## src/hw/spf_pkg.sv

```systemverilog
// constants of the spi flag, error and transmit queue block
// What this block does
// - mode fault flag sets only when enabled
// - disabling enable keeps flag; no re-set
// - rx, overrun, fault share one error request
// - master with select low sets mode fault
// - master fault: irq, disable, tx empty, reset
// - mode fault leaves master select unchanged
// - slave select rising mid-transfer sets fault
// - slave start depends on phase; ends idle
// - phase 0 select/deselect faults without clocks
// - slave fault keeps port enabled and running
// - deselected slave floats output, ignores clocks
// - status read then control write clears fault
// - tx request when empty and enabled
// - rx request needs enable and port enable
// - completed byte sets receiver full
// - load sets tx empty; write clears it
// - master sends queued byte straight after previous
// - slave with no new byte resends shift register
// - idle tx empty returns within two cycles
// - status then data read clears rx full
// - overrun drops bytes; read sequence clears it
// - unread byte at first bit sets overrun
// - port disabled resets transfer, sets tx empty, keeps other flags
package spf_pkg;
  localparam int unsigned SPF_BITS     = 8;          // bits per transfer
  localparam int unsigned SPF_CLK_NS   = 10;         // bus clock period
  localparam int unsigned SPF_HALF_NS  = 40;         // master serial half period
  localparam int unsigned SPF_HALF_CYC = SPF_HALF_NS / SPF_CLK_NS;
  localparam logic [7:0]  SPF_DIV_LOAD = 8'(SPF_HALF_CYC - 1);
  localparam logic [7:0]  SPF_RST_BYTE = 8'h00;      // data reset value
  localparam logic [3:0]  SPF_RST_CNT  = 4'h0;       // bit counter reset
  localparam logic [3:0]  SPF_LAST_BIT = 4'h7;       // count before eighth
  localparam logic [3:0]  SPF_PIN_RST  = 4'h2;       // sync stages reset, select high
  localparam int unsigned SPF_P_SCK    = 0;          // sync vector bit positions
  localparam int unsigned SPF_P_SS     = 1;
  localparam int unsigned SPF_P_MISO   = 2;
  localparam int unsigned SPF_P_MOSI   = 3;
endpackage

```

## src/hw/spf_core.sv

```systemverilog
// spi flag, error, interrupt and double-buffered transmit logic
`timescale 1ns/1ps
`default_nettype none
module spf_core (
  // clock, reset, enable
  input  wire logic       clk,
  input  wire logic       reset,
  input  wire logic       ce,
  // cpu access strobes
  input  wire logic       status_read,
  input  wire logic       data_read,
  input  wire logic       data_write,
  input  wire logic [7:0] wr_data,
  output logic            wr_ready,
  input  wire logic       control_write,
  input  wire logic       ctl_port_enable,
  input  wire logic       ctl_master_select,
  input  wire logic       ctl_cpol,
  input  wire logic       ctl_cpha,
  // configuration levels
  input  wire logic       mode_fault_enable,
  input  wire logic       error_irq_enable,
  input  wire logic       tx_irq_enable,
  input  wire logic       rx_irq_enable,
  // status
  output logic            port_enable,
  output logic            master_select,
  output logic            clock_phase,
  output logic            clock_polarity,
  output logic            rx_full_flag,
  output logic            tx_empty_flag,
  output logic            overrun_flag,
  output logic            mode_fault_flag,
  output logic [7:0]      rx_data,
  output logic            rd_valid,
  // interrupt requests
  output logic            tx_irq,
  output logic            rx_err_irq,
  // serial pins
  input  wire logic       serial_clock_pin_in,
  output logic            serial_clock_pin_out,
  output logic            serial_clock_pin_oe,
  input  wire logic       mosi_in,
  output logic            mosi_out,
  output logic            mosi_oe,
  input  wire logic       miso_in,
  output logic            miso_out,
  output logic            miso_oe,
  input  wire logic       ss_n_in
);
  import spf_pkg::*;
  localparam int TXE_MAX = 2;   // tx empty return bound
  // pin synchronisers and edge history
  logic [3:0] sync1;            // first stage, read only by sync2
  logic [3:0] sync2;            // second stage
  logic       sck_prev;         // last synced serial clock
  logic       ss_prev;          // last synced select

  // core state
  logic       active;           // transfer in progress
  logic [3:0] bit_cnt;          // completed bit shifts
  logic [7:0] shifter;          // shift register
  logic [7:0] tx_reg;           // transmit data register
  logic       in_bit;           // bit sampled on leading edge
  logic       drop;             // byte of this transfer is lost
  logic [7:0] div;              // master half period divider
  logic       m_wait;           // phase 0 initial idle half
  logic       m_lvl;            // master clock in active level
  logic       rx_arm;           // status read saw rx full
  logic       ov_arm;           // status read saw overrun
  logic       mf_arm;           // status read saw mode fault
  logic       next_active, next_drop, next_in_bit, next_m_wait, next_m_lvl;
  logic       next_pe, next_ms, next_cpol, next_cpha;
  logic       next_rxf, next_txe, next_ovr, next_mf;
  logic       next_rx_arm, next_ov_arm, next_mf_arm;
  logic [3:0] next_bit_cnt;
  logic [7:0] next_shifter, next_tx_reg, next_rx_data, next_div;
  // decoded events
  logic ss_high, ss_rose, ss_fell, slave, s_lead, s_trail, tick;
  logic lead, trail, din, samp, load, start, m_fault, s_fault;
  logic [7:0] shifted;
  // two flops on every pin input
  always_ff @(posedge clk or posedge reset) begin
    if (reset) begin
      sync1    <= SPF_PIN_RST;
      sync2    <= SPF_PIN_RST;
      sck_prev <= 1'b0;
      ss_prev  <= 1'b1;
    end else if (ce) begin
      sync1    <= {mosi_in, miso_in, ss_n_in, serial_clock_pin_in};
      sync2    <= sync1;
      sck_prev <= sync2[SPF_P_SCK];
      ss_prev  <= sync2[SPF_P_SS];
    end
  end
  // edge and condition decode
  always_comb begin
    ss_high = sync2[SPF_P_SS];
    ss_rose = ss_high & ~ss_prev;
    ss_fell = ~ss_high & ss_prev;
    slave   = port_enable & ~master_select;
    // deselected slave ignores every clock edge
    s_lead  = slave & ~ss_high & (sck_prev == clock_polarity) &
              (sync2[SPF_P_SCK] != clock_polarity);
    s_trail = slave & ~ss_high & (sck_prev != clock_polarity) &
              (sync2[SPF_P_SCK] == clock_polarity);
    tick    = port_enable & master_select & active & (div == 8'h00);
    lead    = s_lead | (tick & ~m_wait & ~m_lvl);
    trail   = s_trail | (tick & ~m_wait & m_lvl);
    din     = master_select ? sync2[SPF_P_MISO] : sync2[SPF_P_MOSI];
    samp    = active & (clock_phase ? trail : lead);
    shifted = {shifter[6:0], clock_phase ? din : in_bit};
    // queued byte moves to the shifter whenever idle
    load    = port_enable & ~active & ~tx_empty_flag;
    // slave phase 0 starts on select fall, phase 1 on first clock edge; master on load
    start   = (load & master_select) |
              (slave & ~active & (clock_phase ? s_lead : ss_fell));
    m_fault = mode_fault_enable & port_enable & master_select & ~ss_high;
    s_fault = mode_fault_enable & slave & active & ss_rose;
  end
  // next state of the transfer engine and flags
  always_comb begin
    next_active  = active;
    next_bit_cnt = bit_cnt;
    next_shifter = shifter;
    next_tx_reg  = tx_reg;
    next_rx_data = rx_data;
    next_in_bit  = in_bit;
    next_drop    = drop;
    next_div     = div;
    next_m_wait  = m_wait;
    next_m_lvl   = m_lvl;
    next_pe      = port_enable;
    next_ms      = master_select;
    next_cpol    = clock_polarity;
    next_cpha    = clock_phase;
    next_rxf     = rx_full_flag;
    next_txe     = tx_empty_flag;
    next_ovr     = overrun_flag;
    next_mf      = mode_fault_flag;
    next_rx_arm  = rx_arm;
    next_ov_arm  = ov_arm;
    next_mf_arm  = mf_arm;
    // control register write; clears an armed mode fault
    if (control_write) begin
      next_pe   = ctl_port_enable;
      next_ms   = ctl_master_select;
      next_cpol = ctl_cpol;
      next_cpha = ctl_cpha;
      if (mf_arm & ~m_fault & ~s_fault) next_mf = 1'b0;
      next_mf_arm = 1'b0;
    end
    // status read arms each flag's clear
    if (status_read) begin
      next_rx_arm = rx_full_flag;
      next_ov_arm = overrun_flag;
      next_mf_arm = mode_fault_flag;
    end
    // data read finishes armed rx full and overrun clears
    if (data_read) begin
      if (rx_arm) next_rxf = 1'b0;
      if (ov_arm) next_ovr = 1'b0;
      next_rx_arm = 1'b0;
      next_ov_arm = 1'b0;
    end
    // a write is accepted only while the buffer is empty
    if (data_write & tx_empty_flag) begin
      next_tx_reg = wr_data;
      next_txe    = 1'b0;
    end
    // master clock divider
    if (active & master_select) begin
      next_div = (div == 8'h00) ? SPF_DIV_LOAD : div - 8'h01;
    end else begin
      next_div = SPF_DIV_LOAD;
    end
    if (tick) begin
      next_m_wait = 1'b0;
      if (~m_wait) begin
        next_m_lvl = ~m_lvl;
      end
    end
    // buffer to shifter; without a new byte a slave resends the shift register contents
    if (load) begin
      next_shifter = tx_reg;
      next_txe     = 1'b1;
    end
    if (start) begin
      next_active  = 1'b1;
      next_bit_cnt = SPF_RST_CNT;
      next_drop    = 1'b0;
      next_m_wait  = ~clock_phase;
      next_m_lvl   = 1'b0;
      next_div     = SPF_DIV_LOAD;
    end
    if (active & lead & ~clock_phase) next_in_bit = din;
    // unread byte at the first capture: this byte is lost
    if (samp & (bit_cnt == SPF_RST_CNT) & (rx_full_flag | overrun_flag)) begin
      next_drop = 1'b1;
      next_ovr  = rx_full_flag | overrun_flag;
    end
    // shift on every trailing edge, finish after the eighth
    if (active & trail) begin
      next_shifter = shifted;
      next_bit_cnt = bit_cnt + 4'h1;
      if (bit_cnt == SPF_LAST_BIT) begin
        next_active = 1'b0;
        if (~drop & ~overrun_flag) begin
          next_rx_data = shifted;
          next_rxf     = 1'b1;
        end
      end
    end
    // slave fault only flags; enable and transfer stay
    if (s_fault) begin
      next_mf     = 1'b1;
      next_mf_arm = 1'b0;
    end
    // master fault stops the port and frees the pins
    if (m_fault) begin
      next_mf      = 1'b1;
      next_mf_arm  = 1'b0;
      next_pe      = 1'b0;
      next_txe     = 1'b1;
      next_active  = 1'b0;
      next_bit_cnt = SPF_RST_CNT;
    end
    // disabled port: partial reset, tx empty set, other flags and controls kept
    if (~port_enable) begin
      next_txe     = 1'b1;
      next_active  = 1'b0;
      next_shifter = SPF_RST_BYTE;
      next_bit_cnt = SPF_RST_CNT;
    end
  end

  // state registers
  always_ff @(posedge clk or posedge reset) begin
    if (reset) begin
      active          <= 1'b0;
      bit_cnt         <= SPF_RST_CNT;
      shifter         <= SPF_RST_BYTE;
      tx_reg          <= SPF_RST_BYTE;
      rx_data         <= SPF_RST_BYTE;
      in_bit          <= 1'b0;
      drop            <= 1'b0;
      div             <= SPF_DIV_LOAD;
      m_wait          <= 1'b0;
      m_lvl           <= 1'b0;
      port_enable     <= 1'b0;
      master_select   <= 1'b0;
      clock_polarity  <= 1'b0;
      clock_phase     <= 1'b0;
      rx_full_flag    <= 1'b0;
      tx_empty_flag   <= 1'b1;
      overrun_flag    <= 1'b0;
      mode_fault_flag <= 1'b0;
      rx_arm          <= 1'b0;
      ov_arm          <= 1'b0;
      mf_arm          <= 1'b0;
    end else if (ce) begin
      active          <= next_active;
      bit_cnt         <= next_bit_cnt;
      shifter         <= next_shifter;
      tx_reg          <= next_tx_reg;
      rx_data         <= next_rx_data;
      in_bit          <= next_in_bit;
      drop            <= next_drop;
      div             <= next_div;
      m_wait          <= next_m_wait;
      m_lvl           <= next_m_lvl;
      port_enable     <= next_pe;
      master_select   <= next_ms;
      clock_polarity  <= next_cpol;
      clock_phase     <= next_cpha;
      rx_full_flag    <= next_rxf;
      tx_empty_flag   <= next_txe;
      overrun_flag    <= next_ovr;
      mode_fault_flag <= next_mf;
      rx_arm          <= next_rx_arm;
      ov_arm          <= next_ov_arm;
      mf_arm          <= next_mf_arm;
    end
  end

  // handshakes, interrupt requests and pins
  always_comb begin
    wr_ready   = tx_empty_flag;
    rd_valid   = rx_full_flag;
    tx_irq     = tx_empty_flag & tx_irq_enable;
    rx_err_irq = (rx_full_flag & rx_irq_enable & port_enable) |
                 (error_irq_enable & (overrun_flag | mode_fault_flag));
    serial_clock_pin_out = clock_polarity ^ m_lvl;
    serial_clock_pin_oe  = port_enable & master_select;
    mosi_out = shifter[7];
    mosi_oe  = port_enable & master_select;
    miso_out = shifter[7];
    miso_oe  = slave & ~ss_high;
  end
endmodule
`default_nettype wire

```

## config.mk

```make
export PLATFORM = sky130hd
export DESIGN_NAME = spf_core
export DESIGN_NICKNAME = d
export VERILOG_FILES = /design/src/hw/spf_pkg.sv /design/src/hw/spf_core.sv
export SDC_FILE = /design/constraint.sdc
export NUM_CORES = 1
export LEC_CHECK = 0
export BUFFER_PORTS_ARGS = -buffer_cell sky130_fd_sc_hd__clkbuf_2
export CORE_MARGIN = 10
export CORE_UTILIZATION = 30
export CTS_BUF_LIST = sky130_fd_sc_hd__clkbuf_2 sky130_fd_sc_hd__clkbuf_4 sky130_fd_sc_hd__clkbuf_8
export DETAILED_ROUTE_END_ITERATION = 10
export GPL_ROUTABILITY_DRIVEN = 0
export GPL_TIMING_DRIVEN = 0
export PLACE_DENSITY = 0.51
export SLEW_MARGIN = 5
export SYNTH_ARGS = -nofsm -noshare
export SYNTH_HDL_FRONTEND = slang
export SYNTH_SLANG_ARGS = --single-unit
export TNS_END_PERCENT = 10
```

## constraint.sdc

```tcl
create_clock -name clk -period 2.6 [get_ports clk]
set_input_delay 0 -clock clk [delete_from_list [all_inputs] [get_ports clk]]
set_output_delay 0 -clock clk [all_outputs]
set_load 0.05 [all_outputs]
```

---- After elaboration in Yosys (flattened, before gate mapping) ----
Index checks and enable logic that the tools add are counted.
storage, ports and cells
  register bits after elaboration ......... 62
  output and inout port bits .............. 26
cells by class
  add/sub/neg operators ................... 2
  eq/ne operators ......................... 9
  muxes and demuxes ....................... 52
  bitwise gates (word level) .............. 59
  reductions and logical operators ........ 26
operators by type and width
  operator             number
  $mux 8               6
  $mux 1               42
  $and 1x1->1          40
  $reduce_and 2->1     11
  $mux 4               4
  $not 1->1            12
  $reduce_bool 2->1    6
  $reduce_and 3->1     3
  $logic_not 8->1      1
  $ne 4x1->1 const B   2
  $sub 8x1->8 const B  1
  $or 1x1->1           6
  $reduce_bool 3->1    2
  $add 4x1->4 const B  1
  $eq 4x3->1 const B   1
  $logic_not 4->1      1
  $reduce_and 4->1     1
  $reduce_bool 4->1    1
  $ne 3x1->1 const B   1
  $eq 1x1->1           2
  $ne 1x1->1           2
  $ne 2x1->1 const B   1
  $xor 1x1->1          1

---- Logic depth before layout (Yosys ltp) ----
  word-level depth ........................ 13
  depth in mapped cells ................... 8
  mapped depth without buffers ............ 7

---- Worst setup path before layout ----
Ideal clock, no wire load.
  path type ............................... register to register
  start point ............................. register port_enable
  end point ............................... register rx_data[0]
  library setup time ...................... 0.125 ns
  arrival ................................. 3.290 ns
  required time ........................... 2.475 ns
  path slack .............................. -0.815 ns
  stages on the path, launching flop included .. 8
  clock period less this slack ............ 3.415 ns
  cell sequence ........................... dfrtp_1 buf_4 nor3b_1 o21ai_1 nand2_1 and3_1 buf_6 mux2_4
between the ends
  elaborated cells on any way between the ends .. 12
RTL lines
  element                            line             text
  from (decl)                        spf_core.sv:26   output logic port_enable,
  from (signal assigned)             spf_core.sv:272  port_enable <= next_pe;
  $and 1x1->1                        spf_core.sv:101  slave = port_enable & ~master_select;
  $and 1x1->1                        -
  net miso_oe                        spf_core.sv:48   output logic miso_oe,
  $and 1x1->1 (2 in series)          spf_core.sv:105  s_trail = slave & ~ss_high & (sck_prev != clock_polarity) &
  $or 1x1->1                         spf_core.sv:109  trail = s_trail | (tick & ~m_wait & m_lvl);
  $and 1x1->1                        spf_core.sv:203  if (active & trail) begin
  $reduce_and 4->1 (no source line)  -
  to (signal assigned)               spf_core.sv:266  rx_data <= next_rx_data;
  to (decl)                          spf_core.sv:34   output logic [7:0] rx_data,
The timed path passes the listed nets, and every way through them passes these cells.
A chain may end at the register's enable or synchronous reset.

---- Final worst setup path ----
  start point ............................. register div[0]
  end point ............................... register rx_data[4]
between the ends
  word-level cells in the longest chain between the ends .. 7
RTL lines
  element                            line             text
  from (decl)                        spf_core.sv:66   logic [7:0] div;
  from (signal assigned)             spf_core.sv:269  div <= next_div;
  $logic_not 8->1                    spf_core.sv:107  tick = port_enable & master_select & active & (div == 8'h00);
  $and 1x1->1                        spf_core.sv:107
  $and 1x1->1 (2 in series)          spf_core.sv:109
  $or 1x1->1                         spf_core.sv:109
  $and 1x1->1                        spf_core.sv:203
  $reduce_and 4->1 (no source line)  -
Every way passes these cells.

==> flow_metrics.tcl <==
set metrics [dict create \
    outcome "finished clean" \
    area_growth_pct 27.3 \
    synth_warnings 0 \
    post_dp_cell_area_um2 3650 \
    finalPower_mw 3.15 \
    clk_pin_slew_ns 0.07 \
    netlist_instances 295 \
    clockBufferDepth 2 \
    fp.dieW_um 123 \
    ant_nets 0 \
    clock_latency_ns 0.34 \
    drc_errors 0 \
    peakVddDrop_mv 0.288 \
    skew_ns 0.00988 \
    yosys_register_bits 62 \
    tritoncts "built" \
    synth_edf_count 0 \
    syn-num-nets 326 \
    yosysSeqAreaShare_pct 48.6 \
    pwr_density_cell_nw_per_um2 770 \
    rows 37 \
    worst_pin_slew_ns 0.768 \
    worstPathArrival_ns 2.62 \
    setup_viol 0 \
    critical_path_required_ns 2.82 \
    crit_path_start "div[0]" \
    h-tree-depth 3 \
    viasPerCell 4.68 \
    die_y_um 123 \
    pre_cts_ws_ns 0.224 \
    post_cts_resized 0 \
    grt_max_degree 63 \
    drive_above_1_share_pct 32.8 \
    avgSynthCellArea_um2 10.9 \
    worstReg2RegEnd "rx_data[4]" \
    drtIter0Drc 131 \
    vias 2433 \
    async_reset_ff_share_pct 100 \
    hp-class "primary input to register" \
    overflow 0 \
    timing_hold_violations_final 0 \
    p_sw_share_pct 34.2 \
    hold_depth 4 \
    fin_cells 520 \
    finalWirelength_mm 7.88 \
    combinationalPowerShare_pct 27.6 \
    cp_max_fo 9 \
    cp-endpoint "rx_data[4]" \
    grtUsageTotal_pct 10.8 \
    boundaryPins 53 \
    power.leakage_nw 1.90 \
    worstSetupStartpointType "register" \
    cts_buffers 9 \
    synth_area_um2 3210 \
    rsz0062_at_grt "no" \
    reg2reg_slack_ns 0.20 \
    hpwlAfterDp_mm 5.68 \
    period_minus_slack_ns 2.40 \
    fin_setup_tns_ns 0 \
    ys.flop_type "dfrtp_1" \
    wl_per_cell_um 15.2 \
    worst_setup_path_end_kind "register" \
    first_pass_iters 4 \
    timing.slew.headroom_pct 48.8 \
    ctsRootBufferMaster "clkbuf_8" \
    final_max_slew_viol_count 0 \
    p_switching_mw 1.08 \
    die-area_um2 15200 \
    fin_crit_sh_pct 92.3 \
    diodes 0 \
    grt_pass1_wl_mm 13.0 \
    timing.rr.start "div[0]" \
    maxCapViolations 0 \
    p_int_mw 2.07 \
    fmax_mhz 417 \
    post-cts-setup-buffers 0 \
    crit_type "register to register" \
    final_util_pct 39.4 \
    hold_slack_ns 0.0559 \
    cts.sink_count 62 \
    dp_cells 483 \
    design.core.area_um2 10400 \
    fin_area_um2 4090 \
    worst-r2r-cell-count 8 \
    antenna_found_initial 0 \
    fin_ws_ns 0.200 \
    io_buffers 52 \
    holdBufCountCts 21 \
    power_frac_seq_pct 41.8 \
    fin_nets 410 \
    grt_pass1_vias 2490 \
    clock_power_share_pct 30.5 \
    start_util_pct 31.0 \
    synth_cell_types 55 \
]
-- power groups by stage --
stage	combinational, mW	clock (mW)	sequential (mW)
after detailed placement	0.852	0	1.33
final	0.869	0.961	1.32
after global routing	0.947	1.03	1.34
after floorplan	0.573	0	1.38
after CTS	0.880	0.987	1.32
after global placement	0.843	0	1.33
-- synthesized netlist by cell type (3+ instances only) --
master | instances | area share [%]
inv_1 | 11 | 1.3
ha_1 | 4 | 1.6
o2bb2ai_1 | 5 | 1.4
mux2_2 | 21 | 7.4
dfstp_2 | 6 | 4.9
nor3b_1 | 6 | 1.4
nor2_1 | 26 | 3.0
mux2_4 | 8 | 3.7
a22o_1 | 4 | 1.1
nand2_1 | 30 | 3.5
nor2b_1 | 3 | 0.58
a31oi_1 | 4 | 0.78
nor3_1 | 4 | 0.62
nand3_1 | 11 | 1.7
dfrtp_1 | 56 | 44
o21ai_0 | 12 | 1.9
clkbuf_1 | 5 | 0.58
buf_4 | 5 | 1.2
a221o_1 | 8 | 2.5
a21oi_1 | 15 | 2.3
-- metal layers --
layer	routed length (µm)	part of all wire [%]	track usage, %	vias up
met5	0	0	0	-
met2	3790	48	17.3	32
met1	3750	48	13.7	1164
met3	262	3.3	2.96	5
li1	-	-	-	1232
met4	76	0.96	4.15	0
-- worst max-delay path, stage by stage (launching register included) --
cell and delay [ns]:
dfstp_2 0.39, inv_1 0.10, ha_1 0.15, nor3b_1 0.57, nand4_4 0.21, nand2_1 0.20
and3_1 0.19, buf_6 0.17, mux2_4 0.31
-- cell type report --
| type | count | area, µm² |
|---|---|---|
| fillers | 1066 | 6280 |
| flip-flops and latches | 62 | 1560 |
| multi-input cells | 205 | 1510 |
| repair buffers | 73 | 470 |
| well taps | 136 | 170 |
| clock buffers | 12 | 153 |
| plain buffers | 17 | 110 |
| clock inverters | 4 | 70.1 |
| inverters | 11 | 43.8 |
-- worst min path at each step --
| stage | from | to |
|---|---|---|
| floorplan | data_write | tx_empty_flag |
| global route | mode_fault_enable | mf_arm |
| finish | mode_fault_enable | mf_arm |
| global placement | data_write | tx_empty_flag |
| detailed placement | reset | tx_reg[1] |
| CTS | mode_fault_enable | mf_arm |
-- logic make-up after synthesis --
logic type / share of synthesized area (%)
muxes: 11.7
AOI/OAI and AO/OA: 16.9
DFF: 48.6
buffers and inverters: 4.72
adders and majority gates: 1.56
xor gates and xnor gates: 1.09
and+or+nand+nor: 15.4
-- placed cells by master (no fill, tap or decap), drive strengths merged, types with 8 or more instances in the layout --
master,Yosys,layout
clkbuf,6,70
dfrtp,56,56
nand2,30,30
mux2,29,29
nor2,26,26
dlygate4sd3,0,21
a21oi,16,16
o21ai,14,14
nand3,11,11
inv,11,11
buf,11,11
a221o,8,8
(Power assumes the default switching activity.)
